$ cat src/core/tccu_regs.vh
// tccu_regs.vh: register offsets, field positions, reset values and timing counts
// assumes: included by the timer compare/capture design files, Wishbone byte addresses
`ifndef TCCU_REGS_VH
`define TCCU_REGS_VH

// ==========================================================================
// register byte offsets
`define TCCU_OFS_CTRL      8'h00
`define TCCU_OFS_PRESCALE  8'h04
`define TCCU_OFS_CAPCMP    8'h08
`define TCCU_OFS_EDGE      8'h0C
`define TCCU_OFS_CMP_A     8'h10
`define TCCU_OFS_CMP_B     8'h14
`define TCCU_OFS_CAP_C     8'h18
`define TCCU_OFS_COUNT     8'h1C
`define TCCU_OFS_STATUS    8'h20

// ==========================================================================
// control register fields
`define TCCU_CTRL_WIDTH    0
`define TCCU_CTRL_NEIGHBOR 2
`define TCCU_CTRL_RUN      3
// capcmp_control fields
`define TCCU_CC_BCAP       0
`define TCCU_CC_CLR_A      2
`define TCCU_CC_CLR_B      3
// status fields
`define TCCU_ST_OVF        0
`define TCCU_ST_TRIG       1

// ==========================================================================
// reset values
`define TCCU_RST_CTRL      8'h00
`define TCCU_RST_PRESCALE  4'h0
`define TCCU_RST_CAPCMP    8'h00
`define TCCU_RST_EDGE      2'h0
`define TCCU_RST_WORD      16'h0000

// ==========================================================================
// edge select encodings
`define TCCU_EDGE_FALL     2'h0
`define TCCU_EDGE_RISE     2'h1
`define TCCU_EDGE_BOTH     2'h3

// ==========================================================================
// timing: prescale divisor is 4 shl select, select 0..8 gives 4..1024
`define TCCU_DIV_MIN       11'h004
`define TCCU_SEL_MAX       4'h8
`define TCCU_SEL_EXT       4'hF
`define TCCU_MIN_LEVEL     3

`endif

$ cat src/core/tccu_trigger.v
// tccu_trigger.v: synchroniser and valid-edge detector for the trigger pin
// assumes: pin is asynchronous to clk; sampling clock is clk itself
`timescale 1ns/1ps
`default_nettype none
`include "tccu_regs.vh"

module tccu_trigger (
    // clock and reset
    input  wire       clk,
    input  wire       rst_n,
    // pin and configuration
    input  wire       trigger_input,
    input  wire [1:0] edge_select,
    // result
    output reg        trig_edge
);

    reg       sync_a;
    reg       sync_b;
    reg [1:0] run;
    reg       level;
    wire      stable;
    wire      rise;
    wire      fall;

    // ======================================================================
    // two-stage synchroniser, then a level filter needing three equal samples
    always @(posedge clk or negedge rst_n) begin
        if (!rst_n) begin
            sync_a <= 1'b0;
            sync_b <= 1'b0;
            run    <= 2'h0;
            level  <= 1'b0;
        end else begin
            sync_a <= trigger_input;
            sync_b <= sync_a;
            if (sync_b == level) begin
                run <= 2'h0;
            end else if (run == 2'h2) begin
                run   <= 2'h0;
                level <= sync_b;
            end else begin
                run <= run + 2'h1;
            end
        end
    end

    // a level shorter than three samples is never accepted [RULE7]
    assign stable = (sync_b != level) && (run == 2'h2);
    assign rise   = stable && sync_b;
    assign fall   = stable && !sync_b;

    always @(posedge clk or negedge rst_n) begin
        if (!rst_n) begin
            trig_edge <= 1'b0;
        end else begin
            case (edge_select)
                `TCCU_EDGE_RISE: trig_edge <= rise; // [RULE5]
                `TCCU_EDGE_BOTH: trig_edge <= rise | fall; // [RULE5]
                default:         trig_edge <= fall;
            endcase
        end
    end

endmodule // tccu_trigger

`default_nettype wire

$ cat src/core/tccu_top.v
// tccu_top.v: 8/16-bit up counter with two compare paths and capture path
// assumes: classic Wishbone slave on clk, one-cycle ack; irq pulses go to an
// external interrupt controller that does its own masking
//
// The register addresses and register access over Wishbone were chosen for this implementation.
`timescale 1ns/1ps
`default_nettype none
`include "tccu_regs.vh"

// Notes on behaviour
// RULE1: count matching compare_a or compare_capture_b (compare mode) raises its irq.
// RULE2: clear-on-match turns the counter into an interval timer.
// RULE3: valid trigger edge latches count into capture_c and, if capture, into b.
// RULE4: captured values stay until the next capture trigger.
// RULE5: edge_select_reg picks rising, falling or both trigger edges.
// RULE6: b in capture with clear_on_b clears count after the latch.
// RULE7: trigger levels shorter than three samples may be missed.
// RULE8: count clock is 4 to 1024 main clocks, power-of-two steps.
// RULE9: clear-on-match period is compare value plus one count clocks.
// RULE10: both compares work at once on a free-running count.
// RULE11: software computes pulse width from successive captures.
// RULE12: software stops counter before changing prescale or mode bits.
// RULE13: a match at the stop instant still raises its irq.
// RULE14: first count may wait up to one count clock after start.
// RULE15: writing a compare register masks its match that cycle.
// RULE16: software writes compares only away from old and new values.
// RULE17: matches are detected only on a count increment.
// RULE18: event mode reads zero after no edge or one edge.
// RULE19: capcmp_control holds clear_on_a, clear_on_b and b_capture_select.
// RULE20: a clear source holds count, zeroing it on the next count clock.
// RULE21: clearing count_run zeroes count and stops capture and matches.
// RULE22: width_select chooses 16-bit counter and registers.
// RULE23: each match or capture gives a one-cycle irq pulse.
module tccu_top (
    // clock and reset
    input  wire        clk,
    input  wire        resetn,
    // wishbone slave
    input  wire        wb_cyc_i,
    input  wire        wb_stb_i,
    input  wire        wb_we_i,
    input  wire [7:0]  wb_adr_i,
    input  wire [3:0]  wb_sel_i,
    input  wire [31:0] wb_dat_i,
    output reg  [31:0] wb_dat_o,
    output reg         wb_ack_o,
    // external pin
    input  wire        trigger_input,
    // interrupt requests
    output reg         match_a_irq,
    output reg         match_b_irq,
    output reg         capture_irq
);

    reg        rst_s1;
    reg        rst_n;
    reg  [7:0] timer_control;
    reg  [3:0] prescale_select;
    reg  [7:0] capcmp_control;
    reg  [1:0] edge_select_reg;
    reg [15:0] compare_a;
    reg [15:0] compare_capture_b;
    reg [15:0] capture_c;
    reg [15:0] count_value;
    reg [10:0] pre_cnt;
    reg        started;
    reg        clr_pend;
    reg        ovf_flag;
    reg        trig_flag;
    reg        next_ack;
    reg [31:0] next_dat;

    wire        trig_edge;
    wire        wide_mode;
    wire        count_run;
    wire        b_capture_select;
    wire        clear_on_a;
    wire        clear_on_b;
    wire        wr;
    wire        rd;
    wire        wr_ctrl;
    wire        wr_a;
    wire        wr_b;
    wire [10:0] divisor;
    wire        tick;
    wire        inc;
    wire [15:0] count_inc;
    wire [15:0] top_val;
    wire [15:0] mask;
    wire        hit_a;
    wire        hit_b;
    wire        capture;
    wire        run_going;
    wire        ovf_clr;

    // ======================================================================
    // reset release through two flops
    always @(posedge clk or negedge resetn) begin
        if (!resetn) begin
            rst_s1 <= 1'b0;
            rst_n  <= 1'b0;
        end else begin
            rst_s1 <= 1'b1;
            rst_n  <= rst_s1;
        end
    end

    // ======================================================================
    // field decode
    assign wide_mode        = timer_control[`TCCU_CTRL_WIDTH];
    assign count_run        = timer_control[`TCCU_CTRL_RUN];
    assign b_capture_select = capcmp_control[`TCCU_CC_BCAP];  // [RULE19]
    assign clear_on_a       = capcmp_control[`TCCU_CC_CLR_A]; // [RULE19]
    assign clear_on_b       = capcmp_control[`TCCU_CC_CLR_B]; // [RULE19]
    assign mask             = wide_mode ? 16'hFFFF : 16'h00FF; // [RULE22]

    assign wr      = wb_cyc_i && wb_stb_i && wb_we_i && !wb_ack_o;
    assign rd      = wb_cyc_i && wb_stb_i && !wb_we_i && !wb_ack_o;
    assign wr_ctrl = wr && (wb_adr_i == `TCCU_OFS_CTRL) && wb_sel_i[0];
    assign wr_a    = wr && (wb_adr_i == `TCCU_OFS_CMP_A);
    assign wr_b    = wr && (wb_adr_i == `TCCU_OFS_CMP_B) && !b_capture_select;

    // ======================================================================
    // trigger pin edge detection
    tccu_trigger u_trigger (
        .clk           (clk),
        .rst_n         (rst_n),
        .trigger_input (trigger_input),
        .edge_select   (edge_select_reg),
        .trig_edge     (trig_edge)
    );

    // ======================================================================
    // prescaler: a selection of 15 counts trigger edges (event mode)
    assign divisor = `TCCU_DIV_MIN << ((prescale_select > `TCCU_SEL_MAX) ?
                     `TCCU_SEL_MAX : prescale_select); // [RULE8]
    assign tick    = (prescale_select == `TCCU_SEL_EXT) ? trig_edge :
                     (pre_cnt == divisor - 11'h001);

    always @(posedge clk or negedge rst_n) begin
        if (!rst_n) begin
            pre_cnt <= 11'h000;
        end else if (!count_run || tick || prescale_select == `TCCU_SEL_EXT) begin
            // free-running phase is reset at stop, so start latency is up to one tick
            pre_cnt <= 11'h000; // [RULE14]
        end else begin
            pre_cnt <= pre_cnt + 11'h001;
        end
    end

    // ======================================================================
    // counter
    assign run_going = count_run && started;
    assign inc       = run_going && tick && !clr_pend;
    assign count_inc = (count_value + 16'h0001) & mask;
    // a match is only looked for on the increment, and not while its register
    // is being written
    assign hit_a     = inc && (count_inc == (compare_a & mask)) && !wr_a;
    assign hit_b     = inc && !b_capture_select &&
                       (count_inc == (compare_capture_b & mask)) && !wr_b;
    assign capture   = count_run && trig_edge; // [RULE21]
    assign top_val   = mask;
    assign ovf_clr   = wr && (wb_adr_i == `TCCU_OFS_STATUS) && wb_dat_i[`TCCU_ST_OVF];

    always @(posedge clk or negedge rst_n) begin
        if (!rst_n) begin
            count_value <= `TCCU_RST_WORD;
            started     <= 1'b0;
            clr_pend    <= 1'b0;
            ovf_flag    <= 1'b0;
        end else if (!count_run) begin
            count_value <= `TCCU_RST_WORD; // [RULE21]
            started     <= 1'b0;
            clr_pend    <= 1'b0;
            if (ovf_clr) begin
                ovf_flag <= 1'b0;
            end
        end else begin
            // the set further down is assigned later, so it wins over a clear
            if (ovf_clr) begin
                ovf_flag <= 1'b0;
            end
            if (!started) begin
                // first count clock after start zeroes the count [RULE14]
                if (tick) begin
                    started     <= 1'b1;
                    count_value <= `TCCU_RST_WORD;
                end
            end else if (tick && clr_pend) begin
                count_value <= `TCCU_RST_WORD; // [RULE20]
                clr_pend    <= 1'b0;
            end else if (inc) begin
                count_value <= count_inc; // [RULE10]
                if (count_value == top_val) begin
                    ovf_flag <= 1'b1;
                end
            end
            if ((hit_a && clear_on_a) || (hit_b && clear_on_b)) begin
                clr_pend <= 1'b1; // [RULE2] [RULE9]
            end
            if (capture && b_capture_select && clear_on_b && started) begin
                clr_pend <= 1'b1; // [RULE6]
            end
        end
    end

    // ======================================================================
    // capture register capture_c, interrupt pulses and sticky edge flag
    always @(posedge clk or negedge rst_n) begin
        if (!rst_n) begin
            capture_c   <= `TCCU_RST_WORD;
            match_a_irq <= 1'b0;
            match_b_irq <= 1'b0;
            capture_irq <= 1'b0;
            trig_flag   <= 1'b0;
        end else begin
            if (capture) begin
                capture_c <= count_value & mask; // [RULE3] [RULE4]
            end
            // a stop write in the match cycle does not suppress the pulse
            match_a_irq <= hit_a; // [RULE1] [RULE13] [RULE15] [RULE17] [RULE23]
            match_b_irq <= hit_b || (capture && b_capture_select); // [RULE1] [RULE23]
            capture_irq <= capture; // [RULE23]
            // sticky edge flag tells one edge from none in event mode; set wins
            if (trig_edge) begin
                trig_flag <= 1'b1; // [RULE18]
            end else if (wr && wb_adr_i == `TCCU_OFS_STATUS && wb_dat_i[`TCCU_ST_TRIG]) begin
                trig_flag <= 1'b0;
            end
        end
    end

    // ======================================================================
    // software registers
    always @(posedge clk or negedge rst_n) begin
        if (!rst_n) begin
            timer_control     <= `TCCU_RST_CTRL;
            prescale_select   <= `TCCU_RST_PRESCALE;
            capcmp_control    <= `TCCU_RST_CAPCMP;
            edge_select_reg   <= `TCCU_RST_EDGE;
            compare_a         <= `TCCU_RST_WORD;
            compare_capture_b <= `TCCU_RST_WORD;
        end else begin
            if (wr_ctrl) begin
                timer_control <= wb_dat_i[7:0] & 8'h0D;
            end
            if (wr && wb_adr_i == `TCCU_OFS_PRESCALE && wb_sel_i[0]) begin
                prescale_select <= wb_dat_i[3:0];
            end
            if (wr && wb_adr_i == `TCCU_OFS_CAPCMP && wb_sel_i[0]) begin
                capcmp_control <= wb_dat_i[7:0] & 8'h0D;
            end
            if (wr && wb_adr_i == `TCCU_OFS_EDGE && wb_sel_i[0]) begin
                edge_select_reg <= wb_dat_i[1:0];
            end
            if (wr_a && wb_sel_i[0]) begin
                compare_a[7:0] <= wb_dat_i[7:0];
            end
            if (wr_a && wb_sel_i[1]) begin
                compare_a[15:8] <= wb_dat_i[15:8];
            end
            if (capture && b_capture_select) begin
                compare_capture_b <= count_value & mask; // [RULE3] [RULE4]
            end else if (wr_b && wb_sel_i[0]) begin
                compare_capture_b[7:0] <= wb_dat_i[7:0];
            end
            if (!(capture && b_capture_select) && wr_b && wb_sel_i[1]) begin
                compare_capture_b[15:8] <= wb_dat_i[15:8];
            end
        end
    end

    // ======================================================================
    // wishbone read mux and ack; unmapped reads return zero
    always @* begin
        next_ack = wb_cyc_i && wb_stb_i && !wb_ack_o;
        next_dat = 32'h00000000;
        case (wb_adr_i)
            `TCCU_OFS_CTRL:     next_dat = {24'h000000, timer_control};
            `TCCU_OFS_PRESCALE: next_dat = {28'h0000000, prescale_select};
            `TCCU_OFS_CAPCMP:   next_dat = {24'h000000, capcmp_control};
            `TCCU_OFS_EDGE:     next_dat = {30'h00000000, edge_select_reg};
            `TCCU_OFS_CMP_A:    next_dat = {16'h0000, compare_a & mask};
            `TCCU_OFS_CMP_B:    next_dat = {16'h0000, compare_capture_b & mask};
            `TCCU_OFS_CAP_C:    next_dat = {16'h0000, capture_c};
            `TCCU_OFS_COUNT:    next_dat = {16'h0000, count_value};
            `TCCU_OFS_STATUS:   next_dat = {30'h00000000, trig_flag, ovf_flag};
            default:            next_dat = 32'h00000000;
        endcase
    end

    always @(posedge clk or negedge rst_n) begin
        if (!rst_n) begin
            wb_ack_o <= 1'b0;
            wb_dat_o <= 32'h00000000;
        end else begin
            wb_ack_o <= next_ack;
            if (rd) begin
                wb_dat_o <= next_dat;
            end
        end
    end

endmodule // tccu_top

`default_nettype wire

$ cat config.mk
export PLATFORM = sky130hd
export DESIGN_NAME = tccu_top
export DESIGN_NICKNAME = d
export VERILOG_FILES = /design/src/core/tccu_trigger.v /design/src/core/tccu_top.v
export VERILOG_INCLUDE_DIRS = /design/src /design/src/core
export SDC_FILE = /design/constraint.sdc
export NUM_CORES = 1
export LEC_CHECK = 0
export BUFFER_PORTS_ARGS = -buffer_cell sky130_fd_sc_hd__buf_2
export CAP_MARGIN = 20
export CORE_MARGIN = 4
export CORE_UTILIZATION = 63
export CTS_BUF_LIST = sky130_fd_sc_hd__clkbuf_16
export DETAILED_ROUTE_END_ITERATION = 6
export PLACE_DENSITY = 0.93
export SLEW_MARGIN = 0
export SYNTH_ARGS = -nofsm -noshare
export SYNTH_HDL_FRONTEND = slang
export SYNTH_SLANG_ARGS = --single-unit
$ cat constraint.sdc
create_clock -name clk -period 7.85 [get_ports clk]
set_input_delay 1.57 -clock clk [delete_from_list [all_inputs] [get_ports clk]]
set_output_delay 1.57 -clock clk [all_outputs]
set_load 0.05 [all_outputs]
# --- Yosys cells after proc, flatten, opt, wreduce, memory -nomap -nowiden ---
# Cells that the tools add are included.
op_classes:
  n_mux: 33
  mul: 0
  eq_ne: 22
  bitwise_logic: 6
  n_div: 0
  reduce_logical: 63
  magnitude_cmp: 1
  shifts: 1
  n_addsub: 4
op_table:
  columns: ["op", "count"]
  rows:
  - ["$pmux W16 S9", 1]
  - ["$mux W16", 6]
  - ["$and A16 B16 Y16", 4]
  - ["$eq A16 B16 Y1", 3]
  - ["$logic_and A1 B1 Y1", 43]
  - ["$eq A8 B5 Y1 const B", 4]
  - ["$mux W8", 4]
  - ["$mux W1", 17]
  - ["$add A16 B1 Y16 const B", 1]
  - ["$eq A8 B4 Y1 const B", 2]
  - ["$add A11 B1 Y11 const B", 1]
  - ["$eq A11 B11 Y1", 1]
  - ["$mux W11", 1]
  - ["$shl A3 B4 Y11 const A", 1]
  - ["$sub A11 B1 Y11 const B", 1]
  - ["$logic_not A1 Y1", 9]
  - ["$eq A8 B3 Y1 const B", 1]
  - ["$eq A8 B6 Y1 const B", 1]
  - ["$logic_not A8 Y1", 1]
  - ["$ne A4 B1 Y1 const B", 2]
  - ["$reduce_and A2 Y1", 3]
  - ["$reduce_bool A2 Y1", 3]
  - ["$eq A2 B2 Y1 const B", 2]
  - ["$eq A4 B4 Y1 const B", 1]
  - ["13 further kinds", 17]
word_totals:
  ram_bits: 0
  inputBits: 50
  rom_bits: 0
  latch_bits: 0
  out_inout_bits: 36
  n_memories: 0
  word_cells: 157
  reg_bits: 135

# --- Longest topological paths before layout ---
# Gate-level depths: netlist of run 1.
logic_depth:
  depth_word: 16
  mapped_depth: 13
  mapped_depth_nobuf: 10

# --- By module ---
# A second synthesis of run 1 with hierarchy kept.
unflattened:
  hier_cells: 683
  area_unflattened_um2: 6872.8
modules_own_cells:
  columns: ["module", "instances", "area_each_um2", "cells_per_inst"]
  rows:
  - ["tccu_top", 1, 6640.1, 666]
  - ["tccu_trigger", 1, 232.7, 17]

# --- Worst setup path after synthesis of run 1 ---
# No wires, ideal clock.
synth_timing:
  path_type: "in2reg"
  from: "in wb_adr_i[2]"
  to: "reg wb_dat_o[0]"
  cell_stages: 6
  path_slack_ns: 4.514
  t_arrival_ns: 3.200
  path_cell_list: "clkbuf_1 buf_1 mux4_2 mux2_2 a22oi_1 o21ai_0"
synth_via:
  elab_chain_len: 2
synth_rtl:
  columns: ["element", "line", "text"]
  rows:
  - ["from (decl)", "tccu_top.v:42", "input wire [7:0] wb_adr_i,"]
  - ["$eq A8 B6 Y1 (tied with other cells)", "tccu_top.v:278", "case (wb_adr_i)"]
  - ["$pmux W16 S9 *", "tccu_top.v:278", null]
  - ["to (signal assigned)", "tccu_top.v:299", "wb_dat_o <= next_dat;"]
  - ["to (decl)", "tccu_top.v:45", "output reg [31:0] wb_dat_o,"]
# Mark *: on every way between the ends. The rest lies on a longest branch, timed or not.
# A chain may end at the register's enable or synchronous reset.

# --- Final worst setup path of run 1 ---
layout_timing:
  from: "reg prescale_select[3]"
  to: "reg pre_cnt[9]"
layout_via:
  elab_chain_len: 9
layout_rtl:
  columns: ["element", "line", "text"]
  rows:
  - ["from (decl)", "tccu_top.v:58", "reg [3:0] prescale_select;"]
  - ["from (signal assigned)", "tccu_top.v:238", "prescale_select <= `TCCU_RST_PRESCALE;"]
  - ["from (signal assigned)", "tccu_top.v:248", "prescale_select <= wb_dat_i[3:0];"]
  - ["$gt A4 B4 Y1 (no source line)", null, null]
  - ["$mux W4", "tccu_top.v:135", "assign divisor = `TCCU_DIV_MIN << ((prescale_select > `TCCU_SEL_MAX) ?"]
  - ["$shl A3 B4 Y11 (no source line)", null, null]
  - ["$sub A11 B1 Y11", "tccu_top.v:138", "(pre_cnt == divisor - 11'h001);"]
  - ["$eq A11 B11 Y1", "tccu_top.v:138", null]
  - ["$mux W1", "tccu_top.v:137", "assign tick = (prescale_select == `TCCU_SEL_EXT) ? trig_edge :"]
  - ["$logic_or A1 B1 Y1", "tccu_top.v:143", "end else if (!count_run || tick || prescale_select == `TCCU_SEL_EXT) begin"]
  - ["$logic_or A1 B1 Y1 (no source line) *", null, null]
  - ["$mux W11 *", "tccu_top.v:143", null]
  - ["to (signal assigned)", "tccu_top.v:147", "pre_cnt <= pre_cnt + 11'h001;"]
  - ["to (decl)", "tccu_top.v:65", "reg [10:0] pre_cnt;"]
# Marks and branches as above.

==> results_dict.tcl, run 1 <==
set metrics [dict create \
    max-clock-path-buffers 2 \
    failed_checks "design-rule violations" \
    hold_viol_final 0 \
    clock_latency_ns 0.42 \
    wl_per_cell_um 21.4 \
    final_max_slew_viol_count 0 \
    drt_iter0_drc 658 \
    setup_tns_ns 0 \
    top_layer "met4" \
    setup-violations-final 0 \
    num-nets-final 779 \
    p_int_mw 1.12 \
    cts_tree "built" \
    p_leak_nw 3.56 \
    clock_sinks 119 \
    synth.top_cell.area_share 0.432 \
    synthXorXnorAreaFrac 0.0557 \
    maxSlewHeadroom 0.238 \
    track_usage 0.304 \
    cp-start-kind "flop" \
    timing.clock.skew_ns 0.00954 \
    arrival_ns 4.34 \
    vias 5728 \
    overflow 0 \
    timing.critical_path.fanout_max 17 \
    met3_length_um 1970 \
    clockPowerShare 0.514 \
    yosys.area_share.adder 0.0200 \
    synth_area_leader_cell "dfrtp_1" \
    synth_top_family_by_area "simple AND/OR/NAND/NOR gates" \
    path_clk_slew_ns 0.06 \
    yosysWarnings 0 \
    cts_hold_buf 0 \
    synth_seq_cells 119 \
    synthDistinctLibCells 69 \
    seq_power_share 0.432 \
    netlist_top_cells_area "dfrtp_1 (43%), mux2_2 (8.2%), nand2_1 (4.4%)" \
    power.switching_mw 0.361 \
    max_freq_mhz 250 \
    pin_count 86 \
    die_h_um 113 \
    drt_pre_antenna_iters 7 \
    dpl.hpwl_um 12500 \
    synth.most_common_cell "dfrtp_1" \
    synth-edff-count 0 \
    cts_resized 0 \
    ant_nets 0 \
    design_area_mm2 0.00771 \
    max_slew.worst_pin.slew_ns 1.13 \
    synth_compound_area_frac 0.131 \
    place_inst 833 \
    drive_above_1_share 0.219 \
    rows 37 \
    area_growth_pct 11.9 \
    grt_max_degree 85 \
    core_mm2 0.0105 \
    rsz0062_at_grt "no" \
    ys_dominant_reg_cell "dfrtp_1" \
    routed-wl-met2_um 8710 \
    syn_area_mm2 0.00689 \
    gp_congestion 0.903 \
    die_area_mm2 0.0127 \
    post-route-min-period_ns 4.00 \
    post-route-period-util 0.509 \
    seq_area_frac_synth 0.432 \
    htreeDepth 4 \
    antenna_found_initial 0 \
    comb_power_share 0.054 \
    antenna_cells 0 \
    root_buffer "clkbuf_16" \
    cts_buffers 17 \
    grt_pass1_vias 5934 \
    initial_core_util 0.656 \
    drv_cap 0 \
    final_cells 867 \
    totalWireLength_um 18600 \
    switching_share 0.244 \
    cts_setup_buffers 0 \
    pwr_density_cell_mw_per_mm2 192 \
    async_flop_share 1.00 \
    vias_per_cell 6.61 \
    end_kind "flop" \
    synthSimpleGateAreaFrac 0.176 \
    crit_required_ns 8.19 \
    drc 9 \
    placed_area_mm2 0.00710 \
    hp-class "flop to async pin" \
    numPortBuffers 51 \
    synth_area_per_cell_um2 10.1 \
    synthTopCellsByCount "dfrtp_1 (119), nand2_1 (81), mux2_2 (50)" \
    netlist_instances 682 \
    critPathKind "flop to flop" \
    wl_met1_um 7270 \
    outcome "finished, violations left" \
    synth.area.mux_share 0.130 \
    grt_pass1_wl_um 30400 \
    ir_drop_uv 164 \
    die_w_um 113 \
]
## cell type report
cell class              instances  area, um^2
flip-flops and latches        119        2980
multi-input cells             506        3600
clock buffers                  17         425
clock inverters                15         154
well taps                     136         170
inverters                      17        63.8
repair buffers                 57         320
fillers                       719        2790
## per-stage QoR
step | worst slack, ns | util | total power [mW] | hold WS, ns
floorplan | 4.29 | - | 0.708 | 0.331
global placement | 3.85 | 0.676 | 0.723 | 0.281
detailed placement | 3.71 | 0.676 | 0.728 | 0.297
CTS | 3.94 | 0.731 | 1.49 | 0.298
global route | 3.68 | 0.734 | 1.53 | 0.329
finish | 3.85 | 0.734 | 1.48 | 0.279
## critical path: stages, from the launching register on
cell and delay, ns:
dfrtp_1 0.54, or4_1 0.66, ha_1 0.31, or3_1 0.37, a21oi_1 0.20, o211ai_1 0.14
nand4_1 0.25, and3_1 0.74, o21ai_1 0.49, nor2_1 0.21
## cells in the final DEF, fill, tap and decap left out, drive strengths merged, types with 14 or more instances in the layout
master	count
clkbuf	17
a21oi	20
o21ai	31
conb	17
nand2	81
nand4	14
buf	57
mux2	50
inv	18
nand3	22
dfrtp	119
nor2	45
xnor2	23
nor4	16
## layer usage
metal	vias to the layer above	track usage
met3	70	0.0803
met1	2774	0.397
li1	2517	-
met2	367	0.487
met5	-	0
met4	0	0.120
## kinds of logic (layout without fill, tap and decap cells)
| group | after synthesis | in the layout |
|---|---|---|
| xor+xnor | 39 | 39 |
| mux | 72 | 72 |
| buf+inv | 72 | 106 |
| simple gates | 237 | 237 |
| compound gates | 130 | 130 |
| other cells | 2 | 17 |
| flops | 119 | 119 |
| fa+ha+maj | 11 | 11 |
## path summary, 6_finish.rpt
check	from	endpoint	slack, ns	cells past startpoint
setup / recovery	prescale_select[3]	pre_cnt[9]	3.85	9
hold / removal	rst_n	compare_a[11]	0.28	0
setup reg to reg	prescale_select[3]	pre_cnt[9]	3.85	9
hold reg to reg	rst_n	compare_a[11]	0.28	0
max in group asynchronous	rst_n	capture_c[6]	6.49	2
min in group clk	rst_s1	rst_n	0.35	0
## power groups by stage
stage	sequential [mW]	combinational (mW)	clock [mW]
CTS	0.640	0.0783	0.768
global placement	0.649	0.0740	0
detailed placement	0.651	0.0772	0
global route	0.642	0.0872	0.798
floorplan	0.654	0.0548	0
finish	0.640	0.0800	0.761
No activity file was read; power rests on OpenSTA's default activity.
==> inputs of run 2 (changes only) <==
Settings changed: CORE_UTILIZATION 63 to 59, PLACE_DENSITY 0.93 to 0.88.
Clock period 7.85 ns to 4 ns, I/O delays scaled along.
==> results_dict.tcl, run 2 (synthesis results as in run 1) <==
set metrics [dict create \
    ir_drop_uv 419 \
    path_clk_slew_ns 0.05 \
    drc 0 \
    dpl.hpwl_um 12400 \
    drt_pre_antenna_iters 6 \
    max_freq_mhz 280 \
    fillers 811 \
    drt_iter0_drc 787 \
    pin_count 86 \
    drive_above_1_share 0.211 \
    core_mm2 0.0114 \
    place_inst 845 \
    p_leak_nw 3.56 \
    hp-class "input port to async pin" \
    gp_congestion 1.01 \
    post-route-min-period_ns 3.57 \
    initial_core_util 0.604 \
    rows 39 \
    layout_commonest_cell "dfrtp_1" \
    reg2reg_depth 10 \
    area_growth_pct 11.5 \
    grt_pass1_vias 5996 \
    vias 5931 \
    maxSlewHeadroom 0.332 \
    numPortBuffers 51 \
    ff_latch_area_mm2 0.00298 \
    end_kind "flop" \
    max-clock-path-buffers 2 \
    post-route-period-util 0.893 \
    grt_pass1_wl_um 29500 \
    critPathKind "flop to flop" \
    cts_buffers 17 \
    track_usage 0.281 \
    cts_hold_buf 0 \
    crit_required_ns 4.34 \
    setup_tns_ns 0 \
    placed_area_mm2 0.00714 \
    timing.critical_path.fanout_max 14 \
    vias_per_cell 6.76 \
    design_area_mm2 0.00769 \
    arrival_ns 3.91 \
    totalWireLength_um 18100 \
    hold_viol_final 0 \
    pwr_density_cell_mw_per_mm2 368 \
    final_cells 877 \
    wl_per_cell_um 20.7 \
    finish.utilization 0.673 \
    layout_common_cells "dfrtp_1 (118), nand2_1 (81), buf_2 (51), mux2_2 (50), nor2_1 (45)" \
    overflow 0 \
    clock_sinks 119 \
    ant_nets 0 \
    rsz0062_at_grt "no" \
    drv_cap 0 \
    cts_setup_buffers 0 \
    num-nets-final 782 \
    cts_resized 0 \
    clock_latency_ns 0.42 \
    multi_input_area_mm2 0.00359 \
    antenna_cells 0 \
    final_max_slew_viol_count 0 \
    outcome "finished, final reports clean" \
    timing.clock.skew_ns 0.00576 \
    cts_tree "built" \
    die_w_um 116 \
    max_slew.worst_pin.slew_ns 1.00 \
    setup-violations-final 0 \
    die_area_mm2 0.0135 \
    root_buffer "clkbuf_16" \
    htreeDepth 4 \
    cp-start-kind "flop" \
    grt_max_degree 56 \
    antenna_found_initial 0 \
    die_h_um 116 \
]
[run 2: path summary, 6_finish.rpt]
kind	from	to	slack (ns)
min in group clk	u_trigger.sync_a	u_trigger.sync_b	0.35
worst min register to register	rst_n	wb_dat_o[12]	0.25
max in group asynchronous	rst_n	u_trigger.level	2.73
worst min-delay path	resetn	rst_n	0.16
worst max-delay path	prescale_select[3]	count_value[12]	0.43
worst max register to register	prescale_select[3]	count_value[12]	0.43
[run 2: metal layers]
| layer | vias to the layer above | GRT usage | wire length [um] |
|---|---|---|---|
| met1 | 2826 | 0.366 | 6700 |
| met2 | 468 | 0.438 | 8460 |
| met5 | - | 0 | 0 |
| li1 | 2540 | - | - |
| met4 | 0 | 0.143 | 738 |
| met3 | 97 | 0.0700 | 2240 |
[run 2: cell type report]
cell class / instances / area share
clock buffers: 17 / 0.0553
clock inverters: 15 / 0.0156
inverters: 17 / 0.00830
multi-input cells: 506 / 0.468
flip-flops and latches: 119 / 0.388
well taps: 143 / 0.0233
repair buffers: 60 / 0.0420
[run 2: metrics by stage]
step	setup WS [ns]	total power, mW	hold slack (ns)
6_report	0.428	2.83	0.156
5_1_grt	0.251	2.92	0.160
4_1_cts	0.534	2.84	0.155
3_5_place_dp	0.549	1.43	0.252
3_3_place_gp	0.743	1.42	0.248
2_1_floorplan	0.439	1.39	0.331
[run 2: worst max-delay path: stages, from the launching register on]
cell	delay, ns
dfrtp_1	0.55
or4_1	0.65
ha_1	0.30
or3_1	0.35
a21o_1	0.17
o211ai_1	0.11
nand4_1	0.26
a21boi_2	0.56
buf_4	0.28
nand2_1	0.09
o21ai_1	0.18
[run 2: power breakdown]
part | internal, mW | leakage (nW) | switching [mW] | total (mW)
sequential | 1.23 | 1.62 | 0.0242 | 1.25
combinational | 0.0488 | 1.67 | 0.104 | 0.153
clock | 0.892 | 0.270 | 0.528 | 1.42
total | 2.17 | 3.56 | 0.657 | 2.83
